**src/hdl/pgmb_defines.svh**
```systemverilog
// offsets, field positions and timing constants of the power-good mask bank
`ifndef PGMB_DEFINES_SVH
`define PGMB_DEFINES_SVH

// register byte offsets on the serial control port
`define PGMB_OUT4_MASK_LOW_ADDR  8'hA6
`define PGMB_OUT4_MASK_HIGH_ADDR 8'hA7
`define PGMB_OUT2_MASK_LOW_ADDR  8'hA8
`define PGMB_OUT2_MASK_HIGH_ADDR 8'hA9

// register indices within the bank
`define PGMB_IDX_OUT4_LOW  2'h0
`define PGMB_IDX_OUT4_HIGH 2'h1
`define PGMB_IDX_OUT2_LOW  2'h2
`define PGMB_IDX_OUT2_HIGH 2'h3

// low mask register fields
`define PGMB_LINEAR_TWO_BIT   7
`define PGMB_SWITCH_A_ONE_BIT 6
`define PGMB_STEPDOWN_MSB     5
`define PGMB_STEPDOWN_LSB     0

// high mask register fields
`define PGMB_CTRL_FIVE_BIT    7
`define PGMB_CTRL_FOUR_BIT    6
`define PGMB_CTRL_TWO_BIT     5
`define PGMB_CTRL_ONE_BIT     4
`define PGMB_TERMINATION_BIT  3
`define PGMB_SHARED_SLOT_BIT  2
`define PGMB_SWITCH_B_ONE_BIT 1
`define PGMB_LINEAR_THREE_BIT 0

// value read back from an unmapped offset
`define PGMB_UNMAPPED_DATA 8'h00

// mask value held while reset is asserted: every source ignored
`define PGMB_MASK_RESET 8'hFF

// cycles from source change to combined output
`define PGMB_TREE_LATENCY 1

`endif

```
**src/hdl/pgmb_pkg.sv**
```systemverilog
// types of the power-good mask bank
package pgmb_pkg;

  // raw power-good flags and control-pin states
  typedef struct packed {
    logic [5:0] stepdown_good;
    logic       switch_a_one_good;
    logic       linear_two_good;
    logic       linear_three_good;
    logic       switch_b_one_good;
    logic       switch_b_two_good;
    logic       linear_one_good;
    logic       termination_good;
    logic       ctrl_pin_one;
    logic       ctrl_pin_two;
    logic       ctrl_pin_four;
    logic       ctrl_pin_five;
  } pgmb_sources_t;

  // one pin's pair of mask registers
  typedef struct packed {
    logic [7:0] mask_high;
    logic [7:0] mask_low;
  } pgmb_mask_pair_t;

  // factory configuration: defaults of all four registers and the slot variant
  typedef struct packed {
    pgmb_mask_pair_t out4;
    pgmb_mask_pair_t out2;
    logic            slot_is_switch;
  } pgmb_factory_t;

endpackage

```
**src/hdl/pgmb_mask_bank.sv**
```systemverilog
// power-good mask bank for general outputs four and two
// Summary of operation
// - out4_mask_high at A7h, eight bits read-write
// - high bits 7..4 mask control pins 5,4,2,1
// - high bits 3..0 mask termination, slot, switch, linear
// - a set mask bit removes its source
// - slot bit selects switch or linear per variant
// - out2_mask_low at A8h, eight bits read-write
// - low bit 7 linear two, 6 switch one
// - low bits 5..0 mask step-down rails six..one
// - out2_mask_high at A9h, same layout as A7h
// - defaults loaded from factory configuration
// - out4_mask_low at A6h, same layout as A8h
`timescale 1ns/1ps
`include "pgmb_defines.svh"

module pgmb_mask_bank (
  input  wire logic                   i_mclk,
  input  wire logic                   i_reset_n,
  input  wire pgmb_pkg::pgmb_factory_t i_factory_cfg,
  input  wire pgmb_pkg::pgmb_sources_t i_sources,
  input  wire logic [7:0]             i_reg_addr,
  input  wire logic                   i_reg_wr,
  input  wire logic [7:0]             i_reg_wdata,
  input  wire logic                   i_reg_rd,
  output logic [7:0]                  o_reg_rdata,
  output logic                        o_out4_good,
  output logic                        o_out2_good
);

  // ----------------------------------------------------------------
  // state
  // ----------------------------------------------------------------
  logic [7:0] mask_reg [4];
  logic       defaults_loaded;
  logic       slot_is_switch;

  // ----------------------------------------------------------------
  // address decode
  // ----------------------------------------------------------------
  logic       addr_hit;
  logic [1:0] addr_idx;
  logic [7:0] addr_off;
  logic       write_hit;
  logic [7:0] read_data;
  logic       shared_good;

  // the bank occupies A6h..A9h contiguously
  assign addr_off  = i_reg_addr - `PGMB_OUT4_MASK_LOW_ADDR;
  assign addr_hit  = (i_reg_addr >= `PGMB_OUT4_MASK_LOW_ADDR) &&
                     (i_reg_addr <= `PGMB_OUT2_MASK_HIGH_ADDR);
  assign addr_idx  = addr_off[1:0];
  assign write_hit = i_reg_wr && addr_hit && defaults_loaded;
  assign read_data = addr_hit ? mask_reg[addr_idx] : `PGMB_UNMAPPED_DATA;

  // ----------------------------------------------------------------
  // default load: constants under reset, factory values at release
  // ----------------------------------------------------------------
  always_ff @(posedge i_mclk or negedge i_reset_n) begin
    if (!i_reset_n) begin
      defaults_loaded <= 1'b0;
      slot_is_switch  <= 1'b0;
    end else if (!defaults_loaded) begin
      defaults_loaded <= 1'b1;
      slot_is_switch  <= i_factory_cfg.slot_is_switch;
    end
  end

  // register storage; all bits fully read-write once defaults are in
  always_ff @(posedge i_mclk or negedge i_reset_n) begin
    if (!i_reset_n) begin
      for (int i = 0; i < 4; i++) begin
        mask_reg[i] <= `PGMB_MASK_RESET;
      end
    end else if (!defaults_loaded) begin
      mask_reg[`PGMB_IDX_OUT4_LOW]  <= i_factory_cfg.out4.mask_low;
      mask_reg[`PGMB_IDX_OUT4_HIGH] <= i_factory_cfg.out4.mask_high;
      mask_reg[`PGMB_IDX_OUT2_LOW]  <= i_factory_cfg.out2.mask_low;
      mask_reg[`PGMB_IDX_OUT2_HIGH] <= i_factory_cfg.out2.mask_high;
    end else if (write_hit) begin
      mask_reg[addr_idx] <= i_reg_wdata;
    end
  end

  // read data registered on a read strobe
  always_ff @(posedge i_mclk or negedge i_reset_n) begin
    if (!i_reset_n) begin
      o_reg_rdata <= 8'h00;
    end else if (i_reg_rd) begin
      o_reg_rdata <= read_data;
    end
  end

  // ----------------------------------------------------------------
  // source vectors in register bit order
  // ----------------------------------------------------------------
  logic [7:0] src_low;
  logic [7:0] src_high;

  assign shared_good = slot_is_switch ? i_sources.switch_b_two_good
                                      : i_sources.linear_one_good;

  // low byte: linear two, switch a one, step-down six..one
  assign src_low[`PGMB_LINEAR_TWO_BIT]                      = i_sources.linear_two_good;
  assign src_low[`PGMB_SWITCH_A_ONE_BIT]                    = i_sources.switch_a_one_good;
  assign src_low[`PGMB_STEPDOWN_MSB:`PGMB_STEPDOWN_LSB]     = i_sources.stepdown_good;

  // high byte: control pins then regulator flags
  assign src_high[`PGMB_CTRL_FIVE_BIT]    = i_sources.ctrl_pin_five;
  assign src_high[`PGMB_CTRL_FOUR_BIT]    = i_sources.ctrl_pin_four;
  assign src_high[`PGMB_CTRL_TWO_BIT]     = i_sources.ctrl_pin_two;
  assign src_high[`PGMB_CTRL_ONE_BIT]     = i_sources.ctrl_pin_one;
  assign src_high[`PGMB_TERMINATION_BIT]  = i_sources.termination_good;
  assign src_high[`PGMB_SHARED_SLOT_BIT]  = shared_good;
  assign src_high[`PGMB_SWITCH_B_ONE_BIT] = i_sources.switch_b_one_good;
  assign src_high[`PGMB_LINEAR_THREE_BIT] = i_sources.linear_three_good;

  // ----------------------------------------------------------------
  // power-good trees, one per output pin
  // ----------------------------------------------------------------
  logic [1:0] tree_good;
  logic [1:0] tree_q;

  // a masked bit forces its term true, so it cannot pull the pin low
  for (genvar p = 0; p < 2; p++) begin : g_tree
    assign tree_good[p] = &({src_high, src_low} | {mask_reg[2*p+1], mask_reg[2*p]});
  end

  // outputs held low until the factory defaults are in place
  always_ff @(posedge i_mclk or negedge i_reset_n) begin
    if (!i_reset_n) begin
      tree_q <= 2'h0;
    end else begin
      tree_q <= defaults_loaded ? tree_good : 2'h0;
    end
  end

  assign o_out4_good = tree_q[0];
  assign o_out2_good = tree_q[1];
endmodule

```
**config.mk**
```make
export PLATFORM = sky130hd
export DESIGN_NAME = pgmb_mask_bank
export DESIGN_NICKNAME = d
export VERILOG_FILES = /design/src/hdl/pgmb_pkg.sv /design/src/hdl/pgmb_mask_bank.sv
export VERILOG_INCLUDE_DIRS = /design/src /design/src/hdl
export SDC_FILE = /design/constraint.sdc
export NUM_CORES = 1
export LEC_CHECK = 0
export BUFFER_PORTS_ARGS = -buffer_cell sky130_fd_sc_hd__buf_2
export CELL_PAD_IN_SITES_DETAIL_PLACEMENT = 1
export CELL_PAD_IN_SITES_GLOBAL_PLACEMENT = 2
export CORE_MARGIN = 2
export CORE_UTILIZATION = 25
export DETAILED_ROUTE_END_ITERATION = 6
export GPL_TIMING_DRIVEN = 0
export PLACE_DENSITY = 0.73
export SYNTH_ARGS = -nofsm -noshare
export SYNTH_HDL_FRONTEND = slang
export SYNTH_SLANG_ARGS = --single-unit
```
**constraint.sdc**
```tcl
create_clock -name i_mclk -period 1.8 [get_ports i_mclk]
set_clock_uncertainty 0.15 [all_clocks]
set_input_delay 0.27 -clock i_mclk [delete_from_list [all_inputs] [get_ports i_mclk]]
set_output_delay 0.27 -clock i_mclk [all_outputs]
set_load 0.05 [all_outputs]
```
==> reports/qor.log <==
[worst_setup_path] setup slack, reg-to-reg 0.07 ns
[die] Ports 80
[routing] ANT nets after route 0
[power_and_ir_drop] share of power burned in combinational logic 0.207
[routing] Detailed Routing Iterations Pass 1 4
[global_routing] global routing usage summed across all routing layers 0.189
[routing] Routed Wire Length 10900 um
[synth] top-area cell type share of the netlist area 0.304
[die] number of core rows 38
[place] number of placed cells counting well taps 498
[die] x dimension of the die 109 um
[power_and_ir_drop] ratio of total power to cell area 720 nW/um2
[place] gp weighted congestion 0.841
[global_routing] wire length of the first global-routing pass 16700 um
[worst_setup_path] sum of buffers and inverters on the critical path 0
[worst_setup_path] kind of launch point of the worst setup path register
[synth] async set or reset register ratio after synthesis 1.00
[die] starting utilization of the core area 0.255
[routing] average wire per standard cell 21.4 um
[synth] synthesized netlist net count 350
[worst_setup_path] Crit. Startpoint mask_reg[31]
[worst_setup_path] required time at the worst-slack endpoint 1.86 ns
[global_routing] initial antenna violation count 0
[finish] final design area excluding fillers 3470 um2
[synth] Most used DFF post-synth dfstp_2
[global_routing] number of global-route vias before repair 2938
[worst_setup_path] Critical Setup Path Class reg -> reg
[synth] synthesized flop and latch total 44
[routing] via/cell ratio 5.49
[worst_setup_path] kind of cell adding the most delay to the critical path simple AND/OR/NAND/NOR gates
[sta] fmax 579 MHz
[synth] Post-Syn Area per Cell 9.89 um2
[sta] Hold Violations, Final 12
[finish] number of filler cells placed in the layout 1303
[place] dpl hpwl 8590 um
[clock_tree] htree depth 2
[finish] Area Growth Syn to Fin 25.2%
[sta] Total Neg Setup Slack 0 ns
[die] die span in y 109 um
[sta] post-layout min period 1.73 ns
[power_and_ir_drop] Max IR drop VDD 0.332 mV
[sta] setup repair after global routing missed its margin false
[global_routing] total global routing overflow 0
[place] total of buffers placed on input and output ports 78
[finish] proportion of layout cells with a drive suffix above 1 0.417
[worst_setup_path] Worst path max stage delay 0.58 ns
[routing] Via Count 2785
[clock_tree] CTS tree built
[synth] number of enable flip-flop cells after synthesis 0
[hold_path] class of the worst hold path in -> async
[run_status] violations in the final reports negative hold slack
[worst_setup_path] cell breakdown of the critical path o22ai_1 > or4_1 > nor4_1
[power_and_ir_drop] register share of total power 0.481
[synth] most area-consuming cells after synthesis dfstp_2 (30%), dfrtp_1 (11%), o41ai_1 (9.8%)
[finish] final core utilization 0.320
[clock_tree] clock transition at the register clock pins on the worst setup and hold paths after CTS 0.09 ns
[routing] drt drc 0
[power_and_ir_drop] Static Leakage 1.41 nW
[worst_setup_path] library cell contributing the largest single delay on the critical path dfstp_2
[worst_setup_path] data arrival at the endpoint of the critical path 1.78 ns
[synth] most area-hungry cell type in the Yosys netlist dfstp_2
[run_status] status finished with violations
[worst_setup_path] Reg2Reg Capture Point tree_q[0]
[global_routing] maximum number of pins on one net before global-route repair 45
[finish] count of inserted antenna diode cells 0
[sta] Slew headroom 0.322
[sta] fin. max-slew vios 0
[sta] number of endpoints failing setup at the final stage 0
[sta] Worst Hold Slack -0.0148 ns
[sta] Worst-Margin Slew 1.02 ns
[clock_tree] CTS Root Buffer Type clkbuf_8
[synth] gate count after technology mapping 280
[routing] starting DRC count in detailed routing 216
[power_and_ir_drop] Internal Dissipation 1.75 mW
[die] Std-Cell Core Area 10800 um2
[clock_tree] total clock buffers created by CTS 5
[clock_tree] post-cts hold buffer count 0
[finish] nets@finish 436
[clock_tree] clock insertion delay at the later pin of the skew report 0.31 ns
[synth] summed instance area of the synthesized netlist 2770 um2
[finish] max FFs per register 32
[power_and_ir_drop] net switching power of the design 740 uW
[synth] YS warnings 0
[worst_setup_path] Reg2Reg Depth 3
[worst_setup_path] Worst Path Max Fanout 3
[synth] sequential share of the synthesized area 0.412
[sta] portion of the clock cycle consumed by the worst path in the final layout 0.960
[worst_setup_path] depth of the critical timing path with buffers and inverters included 3
[clock_tree] CTS sink cnt 44
[worst_setup_path] endpoint of the worst setup timing path tree_q[0]
[place] placed cell areas 3330 um2
[power_and_ir_drop] part of the power in the clock network 0.312
[finish] non-filler cells in the finished layout 507
[run] max_cap viols 0
[power_and_ir_drop] switching power share of the total 0.297
[clock_tree] Clock Path Buffers 2
[worst_setup_path] critical register-to-register path startpoint mask_reg[31]
[worst_setup_path] CP Capture Type register
[synth] Unique masters post-synth 34
[die] area enclosed by the die boundary 11900 um2
==> synthesized netlist by cell type, drive strengths merged (9+ instances only) <==
cell type / number
a21oi: 9
a31oi: 32
buf: 16
clkbuf: 16
dfrtp: 12
dfstp: 32
inv: 10
nand4: 16
nor2: 34
o41ai: 32
or4: 9
==> logic make-up after synthesis <==
family / Yosys count / share of synthesized area
flops: 44 / 0.412
other cells: 1 / 0.00135
simple gates: 83 / 0.172
compound gates: 98 / 0.263
mux: 10 / 0.0732
buf+inv: 44 / 0.0782
==> placed cells by master, fill, tap and decap left out, types with 7 or more instances in the layout <==
| cell | n |
|---|---|
| o41ai_1 | 31 |
| buf_2 | 86 |
| clkbuf_1 | 14 |
| dfstp_2 | 32 |
| inv_1 | 9 |
| o2bb2ai_1 | 8 |
| nand2_1 | 7 |
| mux4_2 | 8 |
| nand4_1 | 16 |
| a21oi_1 | 9 |
| or4_1 | 9 |
| dfrtp_1 | 12 |
| a31oi_1 | 32 |
| nor2_1 | 34 |
| nor2b_1 | 8 |
==> worst min-delay path by stage <==
stage / from / endpoint / depth (start not counted)
final: i_reset_n / o_reg_rdata[4] / 1
after CTS: i_reset_n / defaults_loaded / 1
after floorplan: i_reset_n / defaults_loaded / 0
after detailed placement: o_reg_rdata[7] / o_reg_rdata[7] / 1
after global placement: i_reset_n / o_reg_rdata[6] / 1
after global routing: i_factory_cfg[24] / mask_reg[31] / 3
==> power by group through the flow <==
stage | clock (mW) | sequential [mW] | combinational [mW]
2_1_floorplan | 0 | 1.17 | 0.299
3_3_place_gp | 0 | 1.21 | 0.499
3_5_place_dp | 0 | 1.21 | 0.510
4_1_cts | 0.788 | 1.20 | 0.511
5_1_grt | 0.838 | 1.20 | 0.572
6_report | 0.778 | 1.20 | 0.517
==> metal layers <==
layer,up-vias,share of wire,global-route usage
li1,1287,-,-
met1,1383,0.45,0.260
met2,100,0.47,0.309
met3,15,0.063,0.0317
met4,0,0.018,0.0506
met5,-,0,0
==> per-stage QoR <==
stage	hold slack, ns	power (mW)	setup slack, ns
floorplan	-0.176	1.47	0.231
global placement	0.317	1.71	-0.176
detailed placement	0.321	1.72	-0.178
CTS	0.000167	2.50	0.0262
global route	0.0308	2.61	0.00411
finish	-0.0148	2.49	0.0718
==> cell type report <==
| cell class | instances | area, um2 | area share |
|---|---|---|---|
| sequential | 44 | 1140 | 0.329 |
| inverter | 12 | 45.0 | 0.0130 |
| tap | 140 | 175 | 0.0505 |
| timing repair buffer | 79 | 398 | 0.115 |
| multi-input combinational | 192 | 1420 | 0.411 |
| clock inverter | 2 | 35.0 | 0.0101 |
| clock buffer | 6 | 72.6 | 0.0209 |
| buffer | 32 | 175 | 0.0505 |
==> repair_timing <==
item / CTS / global route
resized for setup: 3 / 3
pin swaps: 0 / 2
setup buffers: 0 / 1
endpoints found under the setup margin: 17 / 1
(Power assumes the default switching activity.)
